--- config.mk ---
export PLATFORM = sky130hd
export DESIGN_NAME = oscillator_control_register
export DESIGN_NICKNAME = d
export VERILOG_FILES = /design/src/common/osc_ctrl_pkg.sv /design/src/design/div_code_decode.sv /design/src/design/unlock_sequencer.sv /design/src/design/oscillator_control_register.sv
export SDC_FILE = /design/constraint.sdc
export NUM_CORES = 1
export LEC_CHECK = 0
export CAP_MARGIN = 15
export CORE_ASPECT_RATIO = 1.5
export CORE_MARGIN = 2
export CORE_UTILIZATION = 55
export CTS_CLUSTER_SIZE = 20
export DETAILED_ROUTE_END_ITERATION = 7
export DONT_BUFFER_PORTS = 1
export PLACE_DENSITY = 0.7
export SYNTH_ARGS = -nofsm -noshare
export SYNTH_HDL_FRONTEND = slang
export SYNTH_SLANG_ARGS = --single-unit
--- constraint.sdc ---
create_clock -name mclk -period 4.45 [get_ports mclk]
set_input_delay 0.89 -clock mclk [delete_from_list [all_inputs] [get_ports mclk]]
set_output_delay 0.89 -clock mclk [all_outputs]
set_load 0.01 [all_outputs]
--- src/common/osc_ctrl_pkg.sv ---
// Purpose: Shared constants and types for the oscillator control register block
// Assumes: 32-bit APB register bus, single clock domain
// Notes: Register word layout, reset values, offsets and source codes live here
package osc_ctrl_pkg;

	// Register map (byte addresses)
	localparam logic [11:0] OSC_CTRL_OFFSET = 12'h000;
	localparam logic [11:0] UNLOCK_OFFSET = 12'h004;

	// Unlock key pair, written in order to the unlock register
	localparam logic [31:0] UNLOCK_KEY_ONE = 32'hAA99_6655;
	localparam logic [31:0] UNLOCK_KEY_TWO = 32'h5566_99AA;

	// Field positions inside the oscillator control word
	localparam int PLL_ODIV_LSB = 27;
	localparam int FRC_DIV_LSB = 24;
	localparam int SOSC_RDY_BIT = 22;
	localparam int PB_RDY_BIT = 21;
	localparam int PB_DIV_LSB = 19;
	localparam int PLL_MULT_LSB = 16;
	localparam int CUR_SRC_LSB = 12;
	localparam int NEW_SRC_LSB = 8;
	localparam int SEL_LOCK_BIT = 7;
	localparam int USB_LOCK_BIT = 6;
	localparam int SYS_LOCK_BIT = 5;
	localparam int SLEEP_BIT = 4;
	localparam int FAIL_BIT = 3;
	localparam int USB_FRC_BIT = 2;
	localparam int SOSC_EN_BIT = 1;
	localparam int SWITCH_BIT = 0;

	// Fixed reset values
	localparam logic [2:0] FRC_DIV_RESET = 3'h1;
	localparam logic [1:0] PB_DIV_RESET = 2'h3;

	// Clock switch settle time, in cycles
	localparam logic [3:0] SWITCH_CYCLES = 4'h8;

	// Clock source codes
	localparam logic [2:0] SRC_FRC = 3'h0;
	localparam logic [2:0] SRC_FRC_PLL = 3'h1;
	localparam logic [2:0] SRC_PRI = 3'h2;
	localparam logic [2:0] SRC_PRI_PLL = 3'h3;
	localparam logic [2:0] SRC_SEC = 3'h4;
	localparam logic [2:0] SRC_LOW_POWER_RC_OSCILLATOR = 3'h5;
	localparam logic [2:0] SRC_FRC_DIV16 = 3'h6;
	localparam logic [2:0] SRC_FRC_DIVN = 3'h7;

	// Configuration fuse values seen at reset
	typedef struct packed {
		logic [2:0] fuseSourceSelect;
		logic [1:0] switchMonitorConfig;
		logic [2:0] fusePllOdiv;
		logic [1:0] fusePbDiv;
		logic [2:0] fusePllMult;
		logic fuseSoscEnable;
	} fuse_type;

	// Status coming in from oscillators, PLLs and the monitor
	typedef struct packed {
		logic secondaryOscStable;
		logic periphDivisorWritable;
		logic usbPllLocked;
		logic systemPllLocked;
		logic clockFailEvent;
	} osc_status_type;

	// Settings driven out to the clock tree
	typedef struct packed {
		logic [8:0] pllOutDivide;
		logic [8:0] fastRcDivide;
		logic [3:0] periphDivide;
		logic [4:0] pllMultiply;
		logic [2:0] currentSource;
		logic sleepOnWait;
		logic usbFastRcSelect;
		logic secondaryOscEnable;
	} clk_setting_type;

endpackage

--- src/design/div_code_decode.sv ---
// Purpose: Turns a 3-bit power-of-two divider code into its divide factor
// Assumes: Codes 0 to 6 give 2**code, code 7 gives 256
// Notes: Shared by the PLL output divider and the fast RC divider
`timescale 1ns/1ps
`default_nettype none
module div_code_decode
	import osc_ctrl_pkg::*;
(
	input wire logic [2:0] code,
	output logic [8:0] factor
);

	// Top code skips 128 and jumps straight to 256
	assign factor = (code == 3'h7) ? 9'h100 : (9'h001 << code);

endmodule
`default_nettype wire

--- src/design/unlock_sequencer.sv ---
// Purpose: Tracks the two-word unlock sequence that arms register writes
// Assumes: Keys arrive as APB writes to the unlock register
// Notes: Armed state lasts until one write to the control register consumes it or any further write to the unlock register drops it
`timescale 1ns/1ps
`default_nettype none
module unlock_sequencer
	import osc_ctrl_pkg::*;
(
	input wire logic mclk,
	input wire logic resetn,
	input wire logic keyWrite,
	input wire logic [31:0] keyData,
	input wire logic consume,
	output logic unlocked
);

	typedef enum logic [1:0] {LOCKED, HALF, OPEN} unlock_state_type;
	unlock_state_type state_reg;
	unlock_state_type state_next;

	// Any wrong key drops back to locked, so a stray write cannot half-arm it
	always_comb begin
		state_next = state_reg;
		case (state_reg)
			LOCKED: begin
				if (keyWrite && keyData == UNLOCK_KEY_ONE) begin
					state_next = HALF;
				end
			end
			HALF: begin
				if (keyWrite) begin
					state_next = (keyData == UNLOCK_KEY_TWO) ? OPEN : LOCKED;
				end
			end
			OPEN: begin
				if (consume || keyWrite) begin
					state_next = LOCKED;
				end
			end
			default: state_next = LOCKED;
		endcase
	end

	// State register
	always_ff @(posedge mclk) begin
		if (!resetn) begin
			state_reg <= LOCKED;
		end else begin
			state_reg <= state_next;
		end
	end

	assign unlocked = (state_reg == OPEN);

endmodule
`default_nettype wire

--- src/design/oscillator_control_register.sv ---
// Purpose: Oscillator control register with APB access and clock switch sequencing
// Assumes: Status inputs and fuse values are synchronous to mclk
// Notes: Writes need the unlock sequence; one write per unlock
// Summary of operation
// - PLL output divider bits 29:27 divide by 1,2,4,8,16,32,64,256.
// - Fast RC divider bits 26:24 same factors, reset code 001.
// - Bit 22 reads 1 only while secondary oscillator runs stable.
// - Bit 21 shows divisor writability; divisor writes honoured only then.
// - Bits 20:19 divide system clock by 1,2,4,8; reset code 11 (the code reloads them from the fuse value one cycle after reset releases).
// - PLL multiplier bits 18:16 give 15 through 21 and 24.
// - Read-only bits 14:12 show the active clock source code.
// - Writable bits 10:8 hold the requested source, same encoding.
// - Reset loads the new source field from the fuse select value.
// - With monitor config 1x, bit 7 locks clock and PLL selections.
// - With monitor config 0x, selections never lock.
// - Bit 6 reads 1 when USB PLL locked or start timer done.
// - Bit 5 reads 1 when system PLL locked or start timer done.
// - Bit 4 picks Sleep when 1, Idle when 0, on wait.
// - Bit 3 sets on a detected clock failure.
// - Writes without the unlock sequence are ignored.
// - Bits 31:30, 23, 15 and 11 always read zero.
// - Writing bit 0 starts a switch; hardware clears it when done.
// - Bit 1 enables the secondary oscillator.
// - Bit 2 selects fast RC as USB clock source when 1.
//
// Local design decisions: the APB register port and the address map.
`timescale 1ns/1ps
`default_nettype none
module oscillator_control_register
	import osc_ctrl_pkg::*;
(
	input wire logic mclk,
	input wire logic resetn,
	input wire logic psel,
	input wire logic penable,
	input wire logic pwrite,
	input wire logic [11:0] paddr,
	input wire logic [31:0] pwdata,
	input wire logic [3:0] pstrb,
	output logic [31:0] prdata,
	output logic pready,
	output logic pslverr,
	input wire fuse_type fuses,
	input wire osc_status_type oscStatus,
	output var clk_setting_type clkSetting,
	output logic switchBusy
);

	// Register fields
	logic [2:0] pll_output_divider_reg;
	logic [2:0] fast_rc_divider_reg;
	logic [1:0] periph_bus_divisor_reg;
	logic [2:0] pll_multiplier_reg;
	logic [2:0] curSrc_reg;
	logic [2:0] newSrc_reg;
	logic selLock_reg;
	logic sleepOnWait_reg;
	logic failFlag_reg;
	logic usbFrc_reg;
	logic secondary_osc_enable_reg;
	logic switchReq_reg;
	logic [3:0] switchCnt_reg;
	logic [3:0] switchCnt_next;
	logic fuseLoad_reg;
	logic [31:0] prdata_reg;
	logic pready_reg;
	logic pslverr_reg;
	clk_setting_type clkSetting_reg;
	logic [8:0] pllOutFactor;
	logic [8:0] frcFactor;

	// Bus decode
	wire setupPhase = psel && !penable;
	wire accessDone = psel && penable && pready_reg;
	wire hitCtrl = (paddr == OSC_CTRL_OFFSET);
	wire hitKey = (paddr == UNLOCK_OFFSET);
	wire unmapped = !hitCtrl && !hitKey;
	wire unlocked;
	wire ctrlWrite = accessDone && pwrite && hitCtrl && unlocked;
	wire keyWrite = accessDone && pwrite && hitKey;
	wire [31:0] wmask = {{8{pstrb[3]}}, {8{pstrb[2]}}, {8{pstrb[1]}}, {8{pstrb[0]}}};
	wire [31:0] wval = pwdata & wmask;
	wire [31:0] wen = wmask;

	// Lock only when monitor config upper bit is set
	wire selLocked = fuses.switchMonitorConfig[1] && selLock_reg;
	wire selWrite = ctrlWrite && !selLocked;
	wire pbWrite = ctrlWrite && oscStatus.periphDivisorWritable;
	wire switchDone = switchReq_reg && (switchCnt_reg == SWITCH_CYCLES);

	// Readback word; unimplemented bits are constant zero
	wire [31:0] readWord = {2'h0, pll_output_divider_reg, fast_rc_divider_reg, 1'h0,
		oscStatus.secondaryOscStable, oscStatus.periphDivisorWritable,
		periph_bus_divisor_reg, pll_multiplier_reg, 1'h0, curSrc_reg, 1'h0, newSrc_reg,
		selLock_reg, oscStatus.usbPllLocked, oscStatus.systemPllLocked,
		sleepOnWait_reg, failFlag_reg, usbFrc_reg, secondary_osc_enable_reg, switchReq_reg};

	unlock_sequencer unlockSeq (
		.mclk(mclk),
		.resetn(resetn),
		.keyWrite(keyWrite),
		.keyData(pwdata),
		.consume(accessDone && pwrite && hitCtrl),
		.unlocked(unlocked)
	);

	div_code_decode pllOutDec (
		.code(pll_output_divider_reg),
		.factor(pllOutFactor)
	);

	div_code_decode frcDec (
		.code(fast_rc_divider_reg),
		.factor(frcFactor)
	);

	// APB answer: no wait states, ready in the first access cycle, error on unmapped
	always_ff @(posedge mclk) begin
		if (!resetn) begin
			pready_reg <= 1'b0;
			pslverr_reg <= 1'b0;
			prdata_reg <= 32'h0000_0000;
		end else begin
			pready_reg <= setupPhase;
			pslverr_reg <= setupPhase && unmapped;
			prdata_reg <= (setupPhase && hitCtrl && !pwrite) ? readWord : 32'h0000_0000;
		end
	end

	// Fuse-backed fields reload one cycle after reset releases
	always_ff @(posedge mclk) begin
		if (!resetn) begin
			fuseLoad_reg <= 1'b1;
		end else begin
			fuseLoad_reg <= 1'b0;
		end
	end

	// Selection fields: locked against writes when the lock applies
	always_ff @(posedge mclk) begin
		if (!resetn) begin
			pll_output_divider_reg <= 3'h0;
			pll_multiplier_reg <= 3'h0;
			newSrc_reg <= 3'h0;
			fast_rc_divider_reg <= FRC_DIV_RESET;
		end else if (fuseLoad_reg) begin
			pll_output_divider_reg <= fuses.fusePllOdiv;
			pll_multiplier_reg <= fuses.fusePllMult;
			newSrc_reg <= fuses.fuseSourceSelect;
		end else if (selWrite) begin
			if (wen[PLL_ODIV_LSB+2]) pll_output_divider_reg <= wval[PLL_ODIV_LSB+:3];
			if (wen[FRC_DIV_LSB]) fast_rc_divider_reg <= wval[FRC_DIV_LSB+:3];
			if (wen[PLL_MULT_LSB]) pll_multiplier_reg <= wval[PLL_MULT_LSB+:3];
			if (wen[NEW_SRC_LSB]) newSrc_reg <= wval[NEW_SRC_LSB+:3];
		end
	end

	// Peripheral divisor, gated by the writable status
	always_ff @(posedge mclk) begin
		if (!resetn) begin
			periph_bus_divisor_reg <= PB_DIV_RESET;
		end else if (fuseLoad_reg) begin
			periph_bus_divisor_reg <= fuses.fusePbDiv;
		end else if (pbWrite && wen[PB_DIV_LSB]) begin
			periph_bus_divisor_reg <= wval[PB_DIV_LSB+:2];
		end
	end

	// Low byte control bits
	always_ff @(posedge mclk) begin
		if (!resetn) begin
			selLock_reg <= 1'b0;
			sleepOnWait_reg <= 1'b0;
			usbFrc_reg <= 1'b0;
			secondary_osc_enable_reg <= 1'b0;
		end else if (fuseLoad_reg) begin
			secondary_osc_enable_reg <= fuses.fuseSoscEnable;
		end else if (ctrlWrite && wen[0]) begin
			selLock_reg <= wval[SEL_LOCK_BIT] | selLocked;
			sleepOnWait_reg <= wval[SLEEP_BIT];
			usbFrc_reg <= wval[USB_FRC_BIT];
			secondary_osc_enable_reg <= wval[SOSC_EN_BIT];
		end
	end

	// Fail flag: a failure event beats a software clear in the same cycle
	always_ff @(posedge mclk) begin
		if (!resetn) begin
			failFlag_reg <= 1'b0;
		end else if (oscStatus.clockFailEvent) begin
			failFlag_reg <= 1'b1;
		end else if (ctrlWrite && wen[0]) begin
			failFlag_reg <= wval[FAIL_BIT];
		end
	end

	// Switch counter runs while a request is pending
	assign switchCnt_next = switchReq_reg ? switchCnt_reg + 4'h1 : 4'h0;

	// Switch sequencer; current source is fuse value after reset
	always_ff @(posedge mclk) begin
		if (!resetn) begin
			switchReq_reg <= 1'b0;
			switchCnt_reg <= 4'h0;
			curSrc_reg <= SRC_FRC;
		end else if (fuseLoad_reg) begin
			curSrc_reg <= fuses.fuseSourceSelect;
		end else if (switchDone) begin
			curSrc_reg <= newSrc_reg;
			switchReq_reg <= 1'b0;
			switchCnt_reg <= 4'h0;
		end else begin
			if (selWrite && wen[0] && wval[SWITCH_BIT]) begin
				switchReq_reg <= 1'b1;
			end
			switchCnt_reg <= switchCnt_next;
		end
	end

	// Settings out to the clock tree, registered
	always_ff @(posedge mclk) begin
		if (!resetn) begin
			clkSetting_reg <= '0;
		end else begin
			clkSetting_reg.pllOutDivide <= pllOutFactor;
			clkSetting_reg.fastRcDivide <= frcFactor;
			clkSetting_reg.periphDivide <= 4'h1 << periph_bus_divisor_reg;
			clkSetting_reg.pllMultiply <= (pll_multiplier_reg == 3'h7) ? 5'h18 :
				5'h0F + {2'h0, pll_multiplier_reg};
			clkSetting_reg.currentSource <= curSrc_reg;
			clkSetting_reg.sleepOnWait <= sleepOnWait_reg;
			clkSetting_reg.usbFastRcSelect <= usbFrc_reg;
			clkSetting_reg.secondaryOscEnable <= secondary_osc_enable_reg;
		end
	end

	assign prdata = prdata_reg;
	assign pready = pready_reg;
	assign pslverr = pslverr_reg;
	assign clkSetting = clkSetting_reg;
	assign switchBusy = switchReq_reg;

	// Writes without unlock leave the new source unchanged
	a_locked_write: assert property (@(posedge mclk) disable iff (!resetn)
		(accessDone && pwrite && hitCtrl && !unlocked && !fuseLoad_reg) |=> $stable(newSrc_reg))
		else $error("locked write changed new source");

	// A switch completes in fixed cycles and copies the source
	a_switch_done: assert property (@(posedge mclk) disable iff (!resetn)
		switchDone |=> (curSrc_reg == $past(newSrc_reg) && !switchReq_reg))
		else $error("switch completion wrong");

	// Pending switch clears within bound
	a_switch_bound: assert property (@(posedge mclk) disable iff (!resetn)
		$rose(switchReq_reg) |-> ##[1:10] !switchReq_reg)
		else $error("switch did not complete");

	// Fail event always shows as set next cycle
	a_fail_sticky: assert property (@(posedge mclk) disable iff (!resetn)
		oscStatus.clockFailEvent |=> failFlag_reg)
		else $error("clock fail not flagged");

	// Locked selections resist writes
	a_sel_locked: assert property (@(posedge mclk) disable iff (!resetn)
		(selLocked && !fuseLoad_reg) |=> $stable(pll_multiplier_reg))
		else $error("locked multiplier changed");

	// Divisor stable while not writable
	a_pb_guard: assert property (@(posedge mclk) disable iff (!resetn)
		(!oscStatus.periphDivisorWritable && !fuseLoad_reg) |=> $stable(periph_bus_divisor_reg))
		else $error("divisor changed while not writable");

	// Reserved readback bits zero
	a_reserved_zero: assert property (@(posedge mclk) disable iff (!resetn)
		(prdata_reg[31:30] == 2'h0 && !prdata_reg[23] && !prdata_reg[15] && !prdata_reg[11]))
		else $error("reserved bits nonzero");

	// Fuse source loaded right after reset
	// The load edge is the first one that sees reset released, not the releasing edge
	a_fuse_load: assert property (@(posedge mclk) disable iff (!resetn)
		(resetn && fuseLoad_reg) |=> (newSrc_reg == $past(fuses.fuseSourceSelect)))
		else $error("fuse source not loaded");

	// A permitted write of bit 0 arms a switch on the next edge unless a switch completes in that cycle
	a_switch_start: assert property (@(posedge mclk) disable iff (!resetn)
		(selWrite && wen[SWITCH_BIT] && wval[SWITCH_BIT] && !switchDone && !fuseLoad_reg)
		|=> switchReq_reg)
		else $error("switch request not started");

	// Once locking applies the lock bit cannot be cleared by software
	a_lock_sticky: assert property (@(posedge mclk) disable iff (!resetn)
		(resetn && selLocked) |=> selLock_reg)
		else $error("selection lock cleared while locked");

	// Locked selections also keep the requested source
	a_src_locked: assert property (@(posedge mclk) disable iff (!resetn)
		(selLocked && !fuseLoad_reg) |=> $stable(newSrc_reg))
		else $error("locked new source changed");

endmodule
`default_nettype wire

-- After elaboration in Yosys (flattened, before gate mapping)
Cells that the tools add are included.
Widths: inputs -> output; s select.
- register bits after elaboration: 97
- input bits: 72
- output and inout bits: 68
- logic and storage cells: 129
- add/subtract/negate cells: 2
- equality and inequality tests: 12
- shift operators: 3
- multiplexer cells: 30
- bitwise logic cells: 4
- reductions and logical operators: 48
- operator list (kind ; count):
    $mux 3 ; 11
    $eq 32x31->1 const B ; 1
    $eq 32x32->1 const B ; 1
    $and 30x30->30 ; 1
    $logic_and 1x1->1 ; 20
    $mux 9 ; 2
    $reduce_bool 2->1 ; 9
    $shl 1x3->9 const A ; 2
    $eq 12x3->1 const B ; 1
    $logic_not 12->1 ; 1
    $mux 2 ; 6
    $reduce_and 2->1 ; 6
    $eq 3x3->1 const B ; 3
    $mux 4 ; 2
    $mux 1 ; 7
    $ne 2x1->1 const B ; 3
    $pmux 2 s3 ; 1
    $reduce_and 3->1 ; 2
    $reduce_or 2->1 ; 3
    $add 4x3->5 const A ; 1
    $logic_not 1->1 ; 5
    $mux 5 ; 1
    $add 4x1->4 const B ; 1
    $eq 4x4->1 const B ; 1
    other kinds (7) ; 8

-- Depth between registers and ports, before layout
Gate-level depths: netlist of the first run.
- depth after elaboration: 10
- depth in mapped cells: 6
- mapped depth without buffers: 6

-- Modules after synthesis
A second synthesis of the first run with hierarchy kept.
- cell total of the unflattened synthesis: 368
- area, all modules: 3654.8 sq um
- by module, submodules not included (module ; times used ; cells an instance ; area an instance (sq um) ; seq. area each (sq um)):
    oscillator_control_register ; 1 ; 315 ; 3199.3 ; 1801.7
    unlock_sequencer ; 1 ; 33 ; 302.8 ; 40.0
    div_code_decode ; 2 ; 10 ; 76.3 ; 0.0

-- Worst setup path before layout of the first run
Ideal clock, no wire load.
- kind: input -> register
- start: input paddr[5]
- end: register failFlag_reg
- setup time: 122 ps
- arrival: 2021 ps
- data required time: 4328 ps
- path slack: 2307 ps
- stages: 4
- buffers on the path: 0
- cells stage by stage: nor4_4 -> nand4_2 -> or4_1 -> o311a_1
- word-level cells in the longest chain between the ends: 5
- ends and longest elaborated chain (what ; line ; RTL):
    from (decl) ; oscillator_control_register.sv:37 ; input wire logic [11:0] paddr,
    $logic_not 12->1 ; oscillator_control_register.sv:75 ; wire hitCtrl = (paddr == OSC_CTRL_OFFSET);
    $logic_and 1x1->1 (2 in series) ; oscillator_control_register.sv:79 ; wire ctrlWrite = accessDone && pwrite && hitCtrl && unlocked;
    $logic_and 1x1->1 ; oscillator_control_register.sv:192 ; end else if (ctrlWrite && wen[0]) begin
    $reduce_bool 2->1 (no line) ; -- ;
    to (signal assigned) ; oscillator_control_register.sv:193 ; failFlag_reg <= wval[FAIL_BIT];
    to (decl) ; oscillator_control_register.sv:58 ; logic failFlag_reg;
No other way between the ends.
A chain may end at the register's enable or synchronous reset.

-- Worst setup path after layout of the first run
- start: input paddr[5]
- end: register usbFrc_reg
- word-level cells in the longest chain between the ends: 5
- ends and longest elaborated chain (what ; line ; RTL):
    $logic_not 12->1 ; oscillator_control_register.sv:75 ;
    $logic_and 1x1->1 (2 in series) ; oscillator_control_register.sv:79 ;
    $logic_and 1x1->1 ; oscillator_control_register.sv:178 ; end else if (ctrlWrite && wen[0]) begin
    $reduce_and 2->1 (no line) ; -- ;
    to (signal assigned) ; oscillator_control_register.sv:181 ; usbFrc_reg <= wval[USB_FRC_BIT];
    to (decl) ; oscillator_control_register.sv:59 ; logic usbFrc_reg;
No other way between the ends.

==> results.py, run 1 <==
metrics = {
    "power_and_ir_drop": {
        "peakVddDrop_uv": 361,
        "cellPowerDensity_mw_per_mm2": 423,
        "leakage_nw": 1.44,
    },
    "worst_setup_path": {
        "path_max_fanout": 24,
        "cp-end-kind": "flip-flop",
        "critPathKind": "input port to flip-flop",
        "critPathLaunchType": "input port",
        "arrival_ns": 2.71,
        "cp.required_ns": 4.73,
    },
    "timing": {
        "slew-limit-headroom_pct": 59.9,
        "holdWs_ns": 0.457,
        "finalSetupTns_ns": 0,
        "setup_viol": 0,
        "period_share_pct": 54.5,
        "max_freq_mhz": 412,
        "final.min_clock_period_ns": 2.43,
        "drv_slew": 0,
        "finalHoldViolCount": 0,
        "rsz0062_at_grt": "false",
        "worst_pin_slew_ns": 0.601,
        "skew_ns": 0.00561,
    },
    "finish": {
        "final_cell_count_no_fill": 429,
        "drive_gt1_share_pct": 7.61,
        "design_area_mm2": 0.00374,
        "fillCellCount": 540,
        "layout_common_cells": "dfxtp_1 (92), and2_1 (32), nor2_1 (32)",
        "nNetsFinal": 428,
        "final_common_cell": "dfxtp_1",
        "diodes": 0,
        "area_delta_synth_final_pct": 7.79,
        "largest_register_ffs": 33,
    },
    "clock_network": {
        "cts_tree": "yes",
        "clkSinkCount": 92,
        "clk_pin_slew_ns": 0.08,
        "clk_path_buf_depth": 2,
        "ctsResizeCount": 0,
        "cts_buffers": 9,
        "cts_htree_levels": 3,
        "post-cts-setup-buffer-count": 0,
        "clk_latency_ns": 0.34,
        "hold_buffers": 0,
        "cts-root-buf": "clkbuf_8",
    },
    "drt": {
        "vias_per_cell": 5.84,
        "wl_mm": 7.44,
        "wire_per_inst_um": 17.3,
        "initialDrtViolationCount": 118,
        "drc_errors": 0,
        "num_vias": 2504,
        "antenna_left": 0,
        "dr.pass1.iters": 4,
    },
    "placed_design": {
        "place_congestion": 0.796,
        "place_area_mm2": 0.00350,
        "numPortBuffers": 0,
        "place_hpwl_mm": 5.47,
        "dpl.cell_count": 414,
    },
    "die": {
        "num_rows": 35,
        "core_area_mm2": 0.00613,
        "ioPinCount": 140,
        "start_util_pct": 56.6,
        "die_w_um": 68.9,
        "die_area_mm2": 0.00697,
        "chipHeight_um": 101,
    },
    "global_route": {
        "antenna_found_initial": 0,
        "grt_pass1_wl_mm": 11.3,
        "grt_use_total_pct": 22.1,
        "grt_max_degree": 43,
        "grt_pass1_vias": 2291,
        "grt.overflow.total": 0,
    },
    "yosys": {
        "synth_flop_cell": "dfxtp_1",
        "netlist_area_mm2": 0.00347,
        "ys_ff_latch": 92,
        "avgSynthCellArea_um2": 9.83,
        "yosysUniqueCellTypes": 48,
        "synth-edff-count": 0,
        "synth-async-reset-ratio_pct": 0,
        "ys_warn_count": 0,
        "ys_seq_area_share_pct": 53.1,
        "synth_cells": 353,
    },
    "job": {
        "maxCapViolations": 0,
    },
    "run_status": {
        "status": "completed",
    },
    "min_path": {
        "hp-class": "flip-flop to flip-flop",
    },
}
==> Yosys cell counts (all sizes together) (5+ instances only) <==
master / count / share of area (%)
dfxtp: 92 / 53
and2: 32 / 5.8
nor2: 32 / 3.5
nand2: 25 / 2.7
nor4: 16 / 4.2
clkbuf: 15 / 1.7
o21ai: 14 / 2.0
nor4bb: 11 / 3.2
inv: 10 / 1.1
a21oi: 9 / 1.3
nor3: 9 / 1.4
mux2i: 8 / 2.3
nand3: 8 / 1.2
nand4: 8 / 1.6
buf: 7 / 1.6
a211oi: 6 / 1.3
nand2b: 6 / 1.1
ha: 5 / 1.8
==> routing by layer <==
| metal | part of all wire, % | wire length [µm] | vias up | global-route usage (%) |
|---|---|---|---|---|
| met2 | 48 | 3600 | 140 | 33.7 |
| met3 | 10 | 780 | 9 | 8.00 |
| met4 | 1.2 | 90 | 0 | 8.30 |
| li1 | - | - | 1230 | - |
| met5 | 0 | 0 | - | 0 |
| met1 | 40 | 2970 | 1125 | 28.2 |
==> metrics by stage <==
| step | utilization, % | setup slack (ns) | total power [mW] |
|---|---|---|---|
| 3_5_place_dp | 57.0 | 1.66 | 0.941 |
| 6_report | 61.0 | 2.02 | 1.58 |
| 4_1_cts | 61.0 | 2.03 | 1.60 |
| 5_1_grt | 61.0 | 1.90 | 1.63 |
| 3_3_place_gp | 57.0 | 1.71 | 0.939 |
| 2_1_floorplan | - | 2.31 | 0.935 |
==> path summary, 6_finish.rpt <==
check	slack, ns	endpoint	cells after the start	from
worst min-delay path	0.46	clkSetting[6]$_SDFF_PP0_	1	pll_multiplier_reg[0]$_SDFFE_PN0P_
worst max-delay path	2.02	usbFrc_reg$_SDFFE_PN0P_	4	paddr[5]
worst max register to register	2.23	usbFrc_reg$_SDFFE_PN0P_	4	unlockSeq.state_reg[1]$_SDFFE_PN0P_
worst min register to register	0.46	clkSetting[6]$_SDFF_PP0_	1	pll_multiplier_reg[0]$_SDFFE_PN0P_
==> power by group <==
| group | switching, mW | internal [mW] | leakage [nW] |
|---|---|---|---|
| logic | 0.0315 | 0.0255 | 0.564 |
| registers | 0.0188 | 0.845 | 0.750 |
| clock network | 0.271 | 0.388 | 0.123 |
==> cell families after synthesis <==
family,Yosys count,share of synthesized area (%)
other,1,0.108
muxes,8,2.31
and+or+nand+nor,173,30.4
adders and majority gates,5,1.80
DFF,92,53.1
AOI/OAI and AO/OA,42,7.97
buffers and inverters,32,4.33
==> cell type report <==
| cell class | instances | area [µm²] | share of cell area (%) |
|---|---|---|---|
| tap | 74 | 92.6 | 2.47 |
| sequential | 92 | 1840 | 49.2 |
| clock buffer | 10 | 138 | 3.68 |
| clock inverter | 5 | 108 | 2.88 |
| inverter | 10 | 37.5 | 1.00 |
| timing repair buffer | 3 | 22.5 | 0.602 |
| multi-input combinational | 235 | 1500 | 40.1 |
==> worst max-delay path: stages <==
cell and delay (ns):
nor4_4 0.36, nand4_2 0.56, nor3_1 0.65, mux2i_1 0.24
Power figures use the tool's default switching activity.
==> run 2: changes to the inputs <==
==> constraint.sdc (replaced) <==
create_clock -name mclk -period 2.4 [get_ports mclk]
set_input_delay 0.48 -clock mclk [delete_from_list [all_inputs] [get_ports mclk]]
set_output_delay 0.48 -clock mclk [all_outputs]
set_load 0.01 [all_outputs]
==> run 2 against run 1 <==
- clock power increased by 59%
- critical path depth grew 1
- global-route usage increased by 0.089 points
- non-clock buffer count is 1 higher
- wire length shrank 0.56%
- register-to-register slack got worse by 1.7 ns
- hold slack worse by 0.23 ns
- cell count up 0.47%
- first-iteration DRC count down 25%
- via count rose by 1.5%
- power up 75%
- largest power group unchanged
==> results.py, run 2 (synthesis results as in run 1) <==
metrics = {
    "clock_network": {
        "post-cts-setup-buffer-count": 0,
        "clkSinkCount": 92,
        "clk_path_buf_depth": 2,
        "cts_htree_levels": 3,
        "cts_buffers": 9,
        "ctsResizeCount": 0,
        "cts_tree": "yes",
        "hold_buffers": 0,
        "cts-root-buf": "clkbuf_8",
        "clk_latency_ns": 0.34,
        "clk_pin_slew_ns": 0.09,
    },
    "worst_setup_path": {
        "path_max_fanout": 16,
        "cp-end-kind": "flip-flop",
        "worstPathCellList": "nor3b_1 -> nand4_2 -> buf_12 -> or2_1 -> a311oi_1",
        "arrival_ns": 2.17,
        "cp.required_ns": 2.65,
        "critPathLaunchType": "flip-flop",
        "critPathKind": "flip-flop to flip-flop",
        "slowest_delay_ns": 0.41,
        "crit_buf_inv": 1,
        "critical-path-slowest-cell": "dfxtp_1",
        "r2r_slack_ns": 0.48,
        "path_delay_family": "simple AND/OR/NAND/NOR gates",
    },
    "placed_design": {
        "place_hpwl_mm": 5.48,
        "place_congestion": 0.805,
        "dpl.cell_count": 415,
        "numPortBuffers": 0,
        "place_ws_ns": 0.347,
    },
    "timing": {
        "finalSetupTns_ns": 0,
        "slew-limit-headroom_pct": 62.4,
        "setup_viol": 0,
        "finalHoldViolCount": 0,
        "setup_ws_ns": 0.481,
        "period_share_pct": 79.9,
        "worst_pin_slew_ns": 0.563,
        "rsz0062_at_grt": "false",
        "final.min_clock_period_ns": 1.92,
        "skew_ns": 0.00715,
        "drv_slew": 0,
        "max_freq_mhz": 521,
        "holdWs_ns": 0.224,
    },
    "global_route": {
        "grt.overflow.total": 0,
        "grt_max_degree": 43,
        "grt_pass1_wl_mm": 11.4,
        "antenna_found_initial": 0,
        "grt_pass1_vias": 2370,
        "grt_use_total_pct": 22.2,
    },
    "die": {
        "ioPinCount": 140,
        "die_w_um": 68.9,
        "die_area_mm2": 0.00697,
        "start_util_pct": 56.6,
        "chipHeight_um": 101,
        "num_rows": 35,
        "core_area_mm2": 0.00613,
    },
    "drt": {
        "dr.pass1.iters": 5,
        "drc_errors": 0,
        "antenna_left": 0,
        "num_vias": 2542,
        "wire_per_inst_um": 17.2,
        "wl_mm": 7.40,
        "initialDrtViolationCount": 89,
        "vias_per_cell": 5.90,
    },
    "power_and_ir_drop": {
        "swShare_pct": 22.7,
        "power.switching_mw": 0.627,
        "p_seq_share_pct": 58.1,
        "leakage_nw": 1.43,
        "cellPowerDensity_mw_per_mm2": 741,
        "clockPowerShare_pct": 38.2,
        "p_int_mw": 2.13,
        "peakVddDrop_uv": 379,
        "pwr-share-comb_pct": 3.7,
    },
    "finish": {
        "nNetsFinal": 429,
        "area_delta_synth_final_pct": 7.28,
        "diodes": 0,
        "layout_common_cells": "dfxtp_1 (92), and2_1 (32), nor2_1 (32)",
        "final_common_cell": "dfxtp_1",
        "fillCellCount": 576,
        "drive_gt1_share_pct": 8.12,
        "largest_register_ffs": 33,
        "final_cell_count_no_fill": 431,
    },
    "run_status": {
        "status": "completed",
    },
    "job": {
        "maxCapViolations": 0,
    },
    "min_path": {
        "hp-class": "input port to flip-flop",
    },
}
run 2: power by group through the flow:
stage | clock network [mW] | registers (mW) | logic (mW)
floorplan | 0 | 1.63 | 0.102
global placement | 0 | 1.64 | 0.0999
detailed placement | 0 | 1.64 | 0.103
CTS | 1.08 | 1.61 | 0.103
global route | 1.14 | 1.61 | 0.116
finish | 1.05 | 1.61 | 0.102
run 2: final timing paths:
check                                         to  cells after the start                                start
max           pll_multiplier_reg[2]$_SDFFE_PN0P_                      5  unlockSeq.state_reg[1]$_SDFFE_PN0P_
min          fast_rc_divider_reg[0]$_SDFFE_PN1P_                      1                               resetn
max reg2reg   pll_multiplier_reg[2]$_SDFFE_PN0P_                      5  unlockSeq.state_reg[1]$_SDFFE_PN0P_
min reg2reg             clkSetting[2]$_SDFF_PN0_                      2         sleepOnWait_reg$_SDFFE_PN0P_
run 2: routing by layer:
metal | share of wire [%] | vias to the layer above | global-route usage, %
met3 | 9.5 | 12 | 8.33
met1 | 42 | 1172 | 28.4
met2 | 47 | 122 | 34.1
li1 | - | 1236 | -
met4 | 1.9 | 0 | 7.39
met5 | 0 | - | 0
run 2: area by class of cell:
type | count | area, µm² | share of cell area (%)
multi-input cells | 235 | 1500 | 40.3
well taps | 74 | 92.6 | 2.49
clock inverters | 6 | 70.1 | 1.88
inverters | 10 | 37.5 | 1.01
repair buffers | 4 | 42.5 | 1.14
flip-flops and latches | 92 | 1840 | 49.5
clock buffers | 10 | 138 | 3.70
run 2: through the flow:
| step | instance area (µm²) | util, % | power [mW] |
|---|---|---|---|
| final | 3720 | 60.7 | 2.76 |
| after CTS | 3720 | 60.7 | 2.79 |
| after floorplan | 3490 | - | 1.73 |
| after detailed placement | 3520 | 57.3 | 1.74 |
| after global routing | 3720 | 60.7 | 2.87 |
| after global placement | 3520 | 57.3 | 1.74 |
==> run 3: changes to the inputs <==
--- a/config.mk
+++ b/config.mk
@@ -12,7 +12,7 @@
 export CTS_CLUSTER_SIZE = 20
 export DETAILED_ROUTE_END_ITERATION = 7
 export DONT_BUFFER_PORTS = 1
-export PLACE_DENSITY = 0.7
+export PLACE_DENSITY = 0.73
 export SYNTH_ARGS = -nofsm -noshare
 export SYNTH_HDL_FRONTEND = slang
 export SYNTH_SLANG_ARGS = --single-unit
==> constraint.sdc (replaced) <==
create_clock -name mclk -period 1.6 [get_ports mclk]
set_input_delay 0.32 -clock mclk [delete_from_list [all_inputs] [get_ports mclk]]
set_output_delay 0.32 -clock mclk [all_outputs]
set_load 0.01 [all_outputs]
==> run 3 against run 2 <==
- maximum frequency increased by 24%
- wire length grew 6.3%
- power increased by 54%
- non-clock buffer count increased by 18
- combinational power up 71%
==> results.py, run 3 (synthesis results as in run 1) <==
metrics = {
    "worst_setup_path": {
        "worstPathCellList": "buf_6 -> nor4b_4 -> nand4_1 -> or4_1 -> mux2i_1",
        "arrival_ns": 1.82,
        "r2r_slack_ns": 0.05,
        "ff2ff_path_depth": 5,
        "reg2reg_from": "unlockSeq.state_reg[1]$_SDFFE_PN0P_",
        "r2r-end": "unlockSeq.state_reg[0]$_SDFFE_PN0P_",
        "critPathLaunchType": "flip-flop",
        "cp.required_ns": 1.87,
        "slowest_delay_ns": 0.53,
        "critPathKind": "flip-flop to flip-flop",
        "path_delay_family": "simple AND/OR/NAND/NOR gates",
        "cp.depth": 5,
        "startpoint": "unlockSeq.state_reg[1]$_SDFFE_PN0P_",
        "critical-path-slowest-cell": "or4_1",
        "path_max_fanout": 4,
        "cp-end-kind": "flip-flop",
        "crit_buf_inv": 1,
    },
    "placed_design": {
        "place_congestion": 0.795,
        "place_area_mm2": 0.00364,
        "place_hpwl_mm": 5.79,
        "numPortBuffers": 0,
    },
    "timing": {
        "period_share_pct": 96.7,
        "max_freq_mhz": 646,
        "finalHoldViolCount": 0,
        "final.min_clock_period_ns": 1.55,
        "drv_slew": 0,
        "rsz0062_at_grt": "true",
        "skew_ns": 0.0115,
        "finalSetupTns_ns": 0,
        "setup_viol": 0,
    },
    "global_route": {
        "grt_pass1_vias": 2527,
        "antenna_found_initial": 0,
        "grt_pass1_wl_mm": 12.1,
        "grt_use_total_pct": 23.6,
        "grt_max_degree": 43,
        "grt.overflow.total": 0,
    },
    "power_and_ir_drop": {
        "cellPowerDensity_mw_per_mm2": 1080,
        "peakVddDrop_uv": 623,
        "leakage_nw": 1.53,
        "power.total_mw": 4.24,
    },
    "clock_network": {
        "clk_pin_slew_ns": 0.09,
        "cts_buffers": 9,
        "hold_buffers": 0,
        "cts_htree_levels": 3,
        "clkSinkCount": 92,
        "cts_tree": "yes",
        "clk_path_buf_depth": 2,
        "clk_latency_ns": 0.35,
        "post-cts-setup-buffer-count": 0,
        "cts-root-buf": "clkbuf_8",
    },
    "drt": {
        "dr.pass1.iters": 4,
        "vias_per_cell": 5.84,
        "wl_mm": 7.86,
        "antenna_left": 0,
        "num_vias": 2617,
        "drc_errors": 0,
        "initialDrtViolationCount": 81,
        "wire_per_inst_um": 17.6,
    },
    "finish": {
        "fillCellCount": 534,
        "area_delta_synth_final_pct": 12.9,
        "design_area_mm2": 0.00392,
        "largest_register_ffs": 33,
        "layout_common_cells": "dfxtp_1 (90), and2_1 (32), nor2_1 (32)",
        "post-route-util_pct": 63.9,
        "diodes": 0,
        "final_common_cell": "dfxtp_1",
        "drive_gt1_share_pct": 13.9,
        "nNetsFinal": 447,
    },
    "min_path": {
        "hold_path_end": "fast_rc_divider_reg[0]$_SDFFE_PN1P_",
        "hp-class": "input port to flip-flop",
        "whs_path_depth": 1,
        "worstHoldStart": "resetn",
    },
    "die": {
        "start_util_pct": 56.6,
        "die_area_mm2": 0.00697,
        "die_w_um": 68.9,
        "chipHeight_um": 101,
        "num_rows": 35,
        "ioPinCount": 140,
        "core_area_mm2": 0.00613,
    },
    "job": {
        "maxCapViolations": 0,
    },
    "run_status": {
        "status": "completed",
    },
}
## run 3: where the power goes
part           leakage, nW  switching, mW  internal [mW]  total, mW
Combinational        0.675         0.0914         0.0821      0.174
Clock                0.103          0.782          0.880       1.66
Sequential           0.751         0.0544           2.35       2.41
Total                 1.53          0.928           3.31       4.24
## run 3: worst max-delay path by stage
stage	end	slack, ns
6_report	unlockSeq.state_reg[0]$_SDFFE_PN0P_	0.05
5_1_grt	unlockSeq.state_reg[0]$_SDFFE_PN0P_	-0.01
4_1_cts	pll_multiplier_reg[0]$_SDFFE_PN0P_	0.01
3_5_place_dp	switchBusy$_SDFFE_PN0P_	-0.1
3_3_place_gp	pll_multiplier_reg[2]$_SDFFE_PN0P_	-0.04
2_1_floorplan	failFlag_reg$_SDFFE_PN0P_	0.03
## run 3: layout make-up
cell class,count,area (µm²),area share [%]
Clock buffer,10,128,3.26
Clock inverter,5,85.1,2.17
Inverter,10,37.5,0.958
Multi-Input combinational cell,235,1550,39.5
Sequential cell,92,1840,47.1
Tap cell,74,92.6,2.36
Timing Repair Buffer,22,183,4.66
## run 3: metrics by stage
step	hold WS [ns]	worst slack [ns]	instances
floorplan	0.419	0.0273	359
global placement	0.405	-0.0425	432
detailed placement	0.419	-0.0982	432
CTS	0.0418	0.0127	447
global route	0.0586	-0.0129	448
finish	0.0614	0.0521	448
## run 3: routing by layer
layer	routed length [µm]	up-vias	track usage, %
met2	3800	127	37.9
met4	195	0	12.4
met1	3140	1202	27.5
met5	0	-	0
met3	726	14	7.67
li1	-	1274	-
## run 3: what timing repair did
action	in CTS	in global routing
gates cloned	0	1
endpoints found under the setup margin	13	6
pin swaps	1	4
resized for setup	4	9
